## src/rtl/awdt_pkg.sv

```systemverilog
// ****************************************************************
// watchdog constants
// ****************************************************************
package awdt_pkg;

    // ************************************************************
    // register byte offsets (compared against {paddr, 2'b00})
    // ************************************************************
    localparam logic [11:0] AWDT_OFF_RELOAD = 12'h000;
    localparam logic [11:0] AWDT_OFF_COUNT = 12'h004;
    localparam logic [11:0] AWDT_OFF_CONTROL = 12'h008;
    localparam logic [11:0] AWDT_OFF_INT_CLEAR = 12'h00C;
    localparam logic [11:0] AWDT_OFF_RAW_STATUS = 12'h010;
    localparam logic [11:0] AWDT_OFF_MASKED_STATUS = 12'h014;
    localparam logic [11:0] AWDT_OFF_WRITE_PROTECT = 12'hC00;

    // ************************************************************
    // field positions
    // ************************************************************
    localparam int AWDT_CTRL_COUNT_INTERRUPT_ENABLE_BIT = 0;
    localparam int AWDT_CTRL_RESET_OUTPUT_ENABLE_BIT = 1;
    localparam int AWDT_STATUS_BIT = 0;

    // ************************************************************
    // reset values and key
    // ************************************************************
    localparam logic [31:0] AWDT_RELOAD_RST = 32'hFFFFFFFF;
    localparam logic [31:0] AWDT_COUNT_RST = 32'hFFFFFFFF;
    localparam logic [1:0] AWDT_CONTROL_RST = 2'h0;
    localparam logic AWDT_LOCKED_RST = 1'h0;
    localparam logic [31:0] AWDT_UNLOCK_KEY = 32'h1ACCE551;
    localparam logic [31:0] AWDT_LOCK_READ_OPEN = 32'h00000000;
    localparam logic [31:0] AWDT_LOCK_READ_SHUT = 32'h00000001;
    localparam logic [31:0] AWDT_READ_ZERO = 32'h00000000;

    // ************************************************************
    // counter state machine
    // ************************************************************
    typedef enum logic [2:0] {
        AWDT_ST_STOP = 3'b001,
        AWDT_ST_RUN = 3'b010,
        AWDT_ST_HALT = 3'b100
    } awdt_state_t;

endpackage

```

## src/rtl/awdt_apb_decode.sv

```systemverilog
`timescale 1ns/1ps
// ****************************************************************
// apb address decode and write strobes
// ****************************************************************
module awdt_apb_decode
    import awdt_pkg::*;
(
    // clock
    input wire logic i_clk_sys,
    // apb request
    input wire logic i_psel,
    input wire logic i_penable,
    input wire logic i_pwrite,
    input wire logic [11:2] i_paddr,
    // protection state
    input wire logic i_locked,
    // decoded strobes
    output logic o_wr_reload,
    output logic o_wr_control,
    output logic o_wr_int_clear,
    output logic o_wr_protect,
    output logic o_rd_setup,
    output logic [11:0] o_byte_addr
);

    logic wr_access;
    logic wr_open;

    assign o_byte_addr = {i_paddr, 2'b00};
    // write in access phase, read captured in setup phase
    assign wr_access = i_psel & i_penable & i_pwrite;
    assign o_rd_setup = i_psel & ~i_penable & ~i_pwrite;
    assign wr_open = wr_access & ~i_locked;

    // per register strobes; unmapped writes produce none
    assign o_wr_reload = wr_open & (o_byte_addr == AWDT_OFF_RELOAD);
    assign o_wr_control = wr_open & (o_byte_addr == AWDT_OFF_CONTROL);
    assign o_wr_int_clear = wr_open & (o_byte_addr == AWDT_OFF_INT_CLEAR);
    // protect register stays writable while locked
    assign o_wr_protect = wr_access & (o_byte_addr == AWDT_OFF_WRITE_PROTECT);

endmodule

```

## src/rtl/awdt_lock.sv

```systemverilog
`timescale 1ns/1ps
// ****************************************************************
// write protect key holder
// ****************************************************************
module awdt_lock
    import awdt_pkg::*;
(
    // clock and reset
    input wire logic i_clk_sys,
    input wire logic i_rst_n,
    // key write
    input wire logic i_wr_protect,
    input wire logic [31:0] i_pwdata,
    // lock state
    output logic o_locked
);

    // key opens, any other value shuts
    always_ff @(posedge i_clk_sys) begin
        if (!i_rst_n) begin
            o_locked <= AWDT_LOCKED_RST;
        end else if (i_wr_protect) begin
            o_locked <= (i_pwdata != AWDT_UNLOCK_KEY);
        end
    end

endmodule

```

## src/rtl/apb_watchdog_timer.sv

```systemverilog
`timescale 1ns/1ps
// Overview of operation
// - reload write restarts counter immediately
// - reload zero raises interrupt on the first enabled count edge
// - current count readable, read only
// - control bit one gates timeout reset
// - control bit zero runs counter, allows interrupt
// - enable rising edge reloads before counting
// - any clear write drops interrupt unless a new zero hits that edge, reloads
// - raw status set when counter hits zero
// - masked status is raw and enable
// - key unlocks writes, other value locks
// - protect read returns lock state
// - apb slave, address bits eleven to two
// - interrupt output active high
// - timeout reset output active high
// - counter domain reset active low
// - decrement only on enabled count edges
// - at zero interrupt and reload on the same edge, or halt if reset enabled and interrupt pending
// - clear drops interrupt without count edge
module apb_watchdog_timer
    import awdt_pkg::*;
(
    // clock and bus reset
    input wire logic i_clk_sys,
    input wire logic i_rst_n,
    // apb slave
    input wire logic i_psel,
    input wire logic i_penable,
    input wire logic i_pwrite,
    input wire logic [11:2] i_paddr,
    input wire logic [31:0] i_pwdata,
    output logic [31:0] o_prdata,
    // count clock qualifier and counter reset
    input wire logic i_count_clock_enable,
    input wire logic i_count_domain_reset_n,
    // timeout outputs
    output logic o_timeout_irq,
    output logic o_timeout_reset_out
);

    // ************************************************************
    // declarations
    // ************************************************************
    logic wr_reload;
    logic wr_control;
    logic wr_int_clear;
    logic wr_protect;
    logic rd_setup;
    logic [11:0] byte_addr;
    logic locked;

    logic [31:0] reload_value;
    logic count_interrupt_enable;
    logic reset_output_enable;

    awdt_state_t cnt_state;
    awdt_state_t next_cnt_state;
    logic [31:0] current_count;
    logic reload_pending;
    logic raw_status_bit;
    logic masked_status_bit;
    logic reset_hold;

    logic tick;
    logic running;
    logic zero_hit;
    logic halt_hit;
    logic [31:0] next_prdata;

    // ************************************************************
    // bus decode and write protection
    // ************************************************************

    awdt_apb_decode u_decode (
        .i_clk_sys(i_clk_sys),
        .i_psel(i_psel),
        .i_penable(i_penable),
        .i_pwrite(i_pwrite),
        .i_paddr(i_paddr),
        .i_locked(locked),
        .o_wr_reload(wr_reload),
        .o_wr_control(wr_control),
        .o_wr_int_clear(wr_int_clear),
        .o_wr_protect(wr_protect),
        .o_rd_setup(rd_setup),
        .o_byte_addr(byte_addr)
    );

    awdt_lock u_lock (
        .i_clk_sys(i_clk_sys),
        .i_rst_n(i_rst_n),
        .i_wr_protect(wr_protect),
        .i_pwdata(i_pwdata),
        .o_locked(locked)
    );

    // ************************************************************
    // software registers (bus reset)
    // ************************************************************

    always_ff @(posedge i_clk_sys) begin
        if (!i_rst_n) begin
            reload_value <= AWDT_RELOAD_RST;
        end else if (wr_reload) begin
            reload_value <= i_pwdata;
        end
    end

    // control bits, upper bits not stored
    always_ff @(posedge i_clk_sys) begin
        if (!i_rst_n) begin
            count_interrupt_enable <= AWDT_CONTROL_RST[AWDT_CTRL_COUNT_INTERRUPT_ENABLE_BIT];
            reset_output_enable <= AWDT_CONTROL_RST[AWDT_CTRL_RESET_OUTPUT_ENABLE_BIT];
        end else if (wr_control) begin
            count_interrupt_enable <= i_pwdata[AWDT_CTRL_COUNT_INTERRUPT_ENABLE_BIT];
            reset_output_enable <= i_pwdata[AWDT_CTRL_RESET_OUTPUT_ENABLE_BIT];
        end
    end

    // ************************************************************
    // counter events
    // ************************************************************

    assign tick = i_count_clock_enable;
    assign running = (cnt_state == AWDT_ST_RUN) & count_interrupt_enable;

    // zero reload fires on its first edge
    // zero reached on an enabled edge
    assign zero_hit = running & tick
        & (reload_pending ? (reload_value == AWDT_READ_ZERO)
                          : (current_count == AWDT_READ_ZERO));

    // second zero with interrupt still pending
    assign halt_hit = zero_hit & raw_status_bit & reset_output_enable;

    // ************************************************************
    // counter state machine (counter reset)
    // ************************************************************

    // next state
    always_comb begin
        next_cnt_state = cnt_state;
        unique case (cnt_state)
            AWDT_ST_STOP: begin
                if (count_interrupt_enable) begin
                    next_cnt_state = AWDT_ST_RUN;
                end
            end
            AWDT_ST_RUN: begin
                if (!count_interrupt_enable) begin
                    next_cnt_state = AWDT_ST_STOP;
                end else if (halt_hit) begin
                    next_cnt_state = AWDT_ST_HALT;
                end
            end
            AWDT_ST_HALT: begin
                next_cnt_state = AWDT_ST_HALT; // held until counter reset
            end
            default: begin
                next_cnt_state = AWDT_ST_STOP;
            end
        endcase
    end

    // state register on active low counter reset
    always_ff @(posedge i_clk_sys) begin
        if (!i_count_domain_reset_n) begin
            cnt_state <= AWDT_ST_STOP;
        end else begin
            cnt_state <= next_cnt_state;
        end
    end

    always_ff @(posedge i_clk_sys) begin
        if (!i_count_domain_reset_n) begin
            reload_pending <= 1'b0;
        end else if (cnt_state == AWDT_ST_STOP && count_interrupt_enable) begin
            reload_pending <= 1'b1;
        end else if (wr_reload || wr_int_clear || (running && tick)) begin
            reload_pending <= 1'b0;
        end
    end

    // ************************************************************
    // down counter
    // ************************************************************

    // counter value, bus reloads take priority over counting
    always_ff @(posedge i_clk_sys) begin
        if (!i_count_domain_reset_n) begin
            current_count <= AWDT_COUNT_RST;
        end else if (wr_reload) begin
            current_count <= i_pwdata;
        end else if (wr_int_clear) begin
            current_count <= reload_value;
        end else if (running && tick && !halt_hit) begin
            if (reload_pending || zero_hit) begin
                current_count <= reload_value;
            end else begin
                current_count <= current_count - 32'h00000001;
            end
        end
    end

    // ************************************************************
    // interrupt and timeout reset
    // ************************************************************

    // raw flag, a new zero wins over a clear
    // clear takes effect on the bus edge
    always_ff @(posedge i_clk_sys) begin
        if (!i_count_domain_reset_n) begin
            raw_status_bit <= 1'b0;
        end else begin
            raw_status_bit <= zero_hit | (raw_status_bit & ~wr_int_clear);
        end
    end

    // masked status shared with interrupt pin
    assign masked_status_bit = raw_status_bit & count_interrupt_enable;
    assign o_timeout_irq = masked_status_bit;

    always_ff @(posedge i_clk_sys) begin
        if (!i_count_domain_reset_n) begin
            reset_hold <= 1'b0;
        end else if (halt_hit) begin
            reset_hold <= 1'b1;
        end
    end

    always_ff @(posedge i_clk_sys) begin
        if (!i_count_domain_reset_n) begin
            o_timeout_reset_out <= 1'b0;
        end else begin
            o_timeout_reset_out <= (reset_hold | halt_hit) & reset_output_enable;
        end
    end

    // ************************************************************
    // read data
    // ************************************************************

    // read mux
    always_comb begin
        next_prdata = AWDT_READ_ZERO;
        unique case (byte_addr)
            AWDT_OFF_RELOAD: begin
                next_prdata = reload_value;
            end
            AWDT_OFF_COUNT: begin
                next_prdata = current_count;
            end
            AWDT_OFF_CONTROL: begin
                next_prdata[AWDT_CTRL_COUNT_INTERRUPT_ENABLE_BIT] = count_interrupt_enable;
                next_prdata[AWDT_CTRL_RESET_OUTPUT_ENABLE_BIT] = reset_output_enable;
            end
            AWDT_OFF_RAW_STATUS: begin
                next_prdata[AWDT_STATUS_BIT] = raw_status_bit;
            end
            AWDT_OFF_MASKED_STATUS: begin
                next_prdata[AWDT_STATUS_BIT] = masked_status_bit;
            end
            AWDT_OFF_WRITE_PROTECT: begin
                next_prdata = locked ? AWDT_LOCK_READ_SHUT : AWDT_LOCK_READ_OPEN;
            end
            default: begin
                // clear location and gaps read zero
                next_prdata = AWDT_READ_ZERO;
            end
        endcase
    end

    // read data registered at setup, valid in access phase
    always_ff @(posedge i_clk_sys) begin
        if (!i_rst_n) begin
            o_prdata <= AWDT_READ_ZERO;
        end else if (rd_setup) begin
            o_prdata <= next_prdata;
        end
    end

endmodule

```

## config.mk

```make
export PLATFORM = sky130hd
export DESIGN_NAME = apb_watchdog_timer
export DESIGN_NICKNAME = d
export VERILOG_FILES = /design/src/rtl/awdt_pkg.sv /design/src/rtl/awdt_apb_decode.sv /design/src/rtl/awdt_lock.sv /design/src/rtl/apb_watchdog_timer.sv
export SDC_FILE = /design/constraint.sdc
export NUM_CORES = 1
export LEC_CHECK = 0
export ABC_AREA = 1
export BUFFER_PORTS_ARGS = -buffer_cell sky130_fd_sc_hd__buf_2
export CAP_MARGIN = 20
export CORE_UTILIZATION = 53
export DETAILED_ROUTE_END_ITERATION = 10
export PLACE_DENSITY_LB_ADDON = 0.05
export SKIP_LAST_GASP = 1
export SYNTH_ARGS = -nofsm -noshare
export SYNTH_HDL_FRONTEND = slang
export SYNTH_SLANG_ARGS = --single-unit
```

## constraint.sdc

```tcl
create_clock -name i_clk_sys -period 1.7 [get_ports i_clk_sys]
set_input_delay 0.17 -clock i_clk_sys [delete_from_list [all_inputs] [get_ports i_clk_sys]]
set_output_delay 0.17 -clock i_clk_sys [all_outputs]
set_load 0.02 [all_outputs]
```

==> flow_summary.toml <==
[placement]
placed_cells_incl_taps = 1314
gp_congestion = 0.9179
dp_hpwl_um = 14620
io_buffers = 82

[global_routing]
gr-total-overflow = 0
antenna_found_initial = 0
grt_max_degree = 57
grt_pass1_wl_um = 31440
grt_pass1_vias = 6459
grt_util_all_layers = 0.3405

[sta]
fin_hold_ws_ps = 52.12
rsz0062_at_grt = "true"
skew_ps = 9.256
period_needed_ps = 1847
setup_ws_ps = -147.5
finalSetupViolations = 33
drv_slew = 0
finalCritPeriodShare = 1.087
hold_viol_final = 0
worst_slew_pin_slew_ps = 498.1
max_slew_margin = 0.6679
fmax_ghz = 0.5413

[finish]
fillers = 917
area_growth_syn_to_layout_pct = 41.67
multi_input_area_um2 = 3741
final_layout_size_suffix_gt1_frac = 0.3192
nets = 1248
layoutNonFillerInstCount = 1346
antenna_cells = 0
fin_util = 0.7712
seqCellArea_um2 = 2130

[cts]
cts.root.buffer_cell = "clkbuf_16"
cts_tree = "built"
cts.htree.levels = 3
clock_latency_ps = 360
hold_buffers = 0
cts-buffers-inserted = 9
clkSinkCount = 106
clk_path_buf_depth = 2
clk_pin_slew_ps = 80

[status]
failed_checks = "negative setup slack"
status = "finished, violations left"

[run]
cap_violations = 0

[floorplanning]
die_area_um2 = 12170
start_util = 0.5444
rows = 39
io_pins = 83
core_um2 = 11420
die_h_um = 110.3
die_x_um = 110.3

[synthesis]
ys_seq_elements = 106
netlist_area_um2 = 6216
ys_warn_count = 0
ys_seq_area_frac = 0.3414
syn-num-nets = 1035
yosysUniqueCellTypes = 35
avgSynthCellArea_um2 = 6.311
syn_inst = 985

[worst_hold_path]
min_path_type = "in2reg"

[pwr]
p_total_uw = 5249
peakVddDrop_mv = 0.5039
leakagePower_uw = 0.004767
powerDensity_nw_per_um2 = 596.1

[critical_path]
arrival_ps = 2110
crit_fanout = 8
critPathLaunchType = "flop"
crit_type = "reg2reg"
worstPathRequired_ps = 1960
end_kind = "flop"

[route]
ant_nets = 0
wire_per_inst_um = 15.69
first_pass_iters = 5
drt-total-wl_um = 21120
vias = 7317
drt_iter0_markers = 622
viasPerCell = 5.436
drc = 0
==> final timing paths <==
| kind | slack (ps) | startpoint | cells past startpoint | end |
|---|---|---|---|---|
| setup reg to reg | -150 | current_count[0]$_SDFFE_PN1P_ | 14 | current_count[3]$_SDFFE_PN1P_ |
| hold / removal | 50 | i_pwdata[19] | 3 | reload_value[19]$_SDFFE_PN1P_ |
| hold reg to reg | 470 | reset_hold$_SDFFE_PN0P_ | 2 | reset_hold$_SDFFE_PN0P_ |
| setup / recovery | -150 | current_count[0]$_SDFFE_PN1P_ | 14 | current_count[3]$_SDFFE_PN1P_ |
==> cell type report <==
class	count	share of cell area
clock buffers	12	0.03026
flip-flops and latches	106	0.2418
repair buffers	249	0.2140
inverters	142	0.06053
clock inverters	4	0.008241
well taps	143	0.02032
multi-input cells	690	0.4248
==> what timing repair did <==
| item | in CTS | in global routing |
|---|---|---|
| resized for setup | 29 | 93 |
| endpoints found under the setup margin | 34 | 36 |
| cloned | 1 | 2 |
| setup buffers | 7 | 8 |
| pin swaps | 8 | 34 |
==> metrics by stage <==
step	area (um^2)	setup TNS [ps]	setup slack, ps
after global routing	8806	-6150	-223.2
final	8806	-3468	-147.5
after detailed placement	7848	-3687	-136.1
after floorplan	6243	0	1.009
after CTS	8394	-1565	-73.63
after global placement	7848	-2856	-131.6
==> power by group <==
part,switching (uW),leakage (uW),internal [uW]
clock,968,0.000165,1410
combinational,203,0.00374,133
sequential,17.0,0.000857,2520
==> synth_stat cells <==
master     number  area share
nor3_1          9      0.0072
nand4_2         1      0.0020
nor4_1          2      0.0020
nor2_1        106       0.064
nand3b_1        3      0.0036
nor3b_1         2      0.0024
a21oi_1         6      0.0048
or2_1           1      0.0010
xor2_1         17       0.024
inv_2           6      0.0036
ha_1            1      0.0020
nor3_2          1      0.0016
o21ai_0        23       0.019
buf_6           7       0.013
xnor2_1         1      0.0014
buf_1           6      0.0036
a211oi_1        1      0.0012
o221ai_1       26       0.037
inv_1         136       0.082
a31o_2          3      0.0042
a31oi_1         2      0.0020
nor2_2          5      0.0050
o21ai_4         1      0.0026
buf_4           3      0.0036
clkbuf_1       23       0.014
o211ai_1        8      0.0097
nand3_1       137        0.11
nand2_4         4      0.0072
nand4_1        34       0.034
nor2_4          2      0.0036
nand2_1       288        0.17
dfxtp_1       106        0.34
nand2_2         3      0.0030
o2111ai_1       3      0.0042
buf_2           8      0.0064
==> worst max-delay path, cell delays in order (launching register included) <==
cell and delay [ps]:
dfxtp_2 330, inv_2 80, ha_4 160, nand2_4 70
nor2_4 100, nand2_2 70, o21ai_4 200, nand2_4 160
nand2_8 150, buf_12 150, nand2_4 40, nand3_2 50
nand2_2 70, nand2_4 60, nand2_1 40
==> cell usage in the layout, fill, tap and decap left out, types with 2 or more instances in the layout <==
| cell | netlist | final |
|---|---|---|
| nor4_1 | 2 | 2 |
| o21ai_0 | 23 | 22 |
| inv_1 | 136 | 134 |
| buf_6 | 7 | 4 |
| nor3_1 | 9 | 7 |
| nand3b_1 | 3 | 3 |
| clkbuf_8 | 0 | 3 |
| inv_2 | 6 | 8 |
| nor3_2 | 1 | 2 |
| a31oi_1 | 2 | 2 |
| a31o_2 | 3 | 3 |
| nand2_8 | 0 | 3 |
| buf_4 | 3 | 147 |
| buf_2 | 8 | 82 |
| o211ai_1 | 8 | 8 |
| nand3_1 | 137 | 119 |
| xor2_1 | 17 | 17 |
| nand3_2 | 0 | 17 |
| nor3b_1 | 2 | 2 |
| bufinv_16 | 0 | 2 |
| o221ai_1 | 26 | 26 |
| a21oi_1 | 6 | 6 |
| clkbuf_16 | 0 | 11 |
| nor2_4 | 2 | 10 |
| dfxtp_2 | 0 | 6 |
| nand2_4 | 4 | 13 |
| nor2_2 | 5 | 28 |
| nand2_1 | 288 | 256 |
| dfxtp_1 | 106 | 100 |
| nand2_2 | 3 | 23 |
| o2111ai_1 | 3 | 3 |
| nand4_1 | 34 | 34 |
| nor2_1 | 106 | 75 |
| buf_12 | 0 | 13 |
| o21ai_4 | 1 | 2 |
==> metal layers <==
layer / part of all wire / global-route usage
met1: 0.42 / 0.4505
met5: 0 / 0
met2: 0.47 / 0.5594
met4: 0.022 / 0.1250
met3: 0.084 / 0.05173
==> flip-flops by register name (all words and copies together), names as in the netlist, 3 cells and up <==
name and cells:
current_count 32, cnt_state 3, reload_value 32, o_prdata 32
==> cell families after synthesis <==
| kind of cell | Yosys count | synth area share |
|---|---|---|
| buf+inv | 189 | 0.1260 |
| fa+ha+maj | 1 | 0.002013 |
| compound gates | 73 | 0.08394 |
| xor+xnor | 18 | 0.02536 |
| flops | 106 | 0.3414 |
| simple gates | 598 | 0.4213 |
Note: power is estimated with default switching activity, not from simulation.
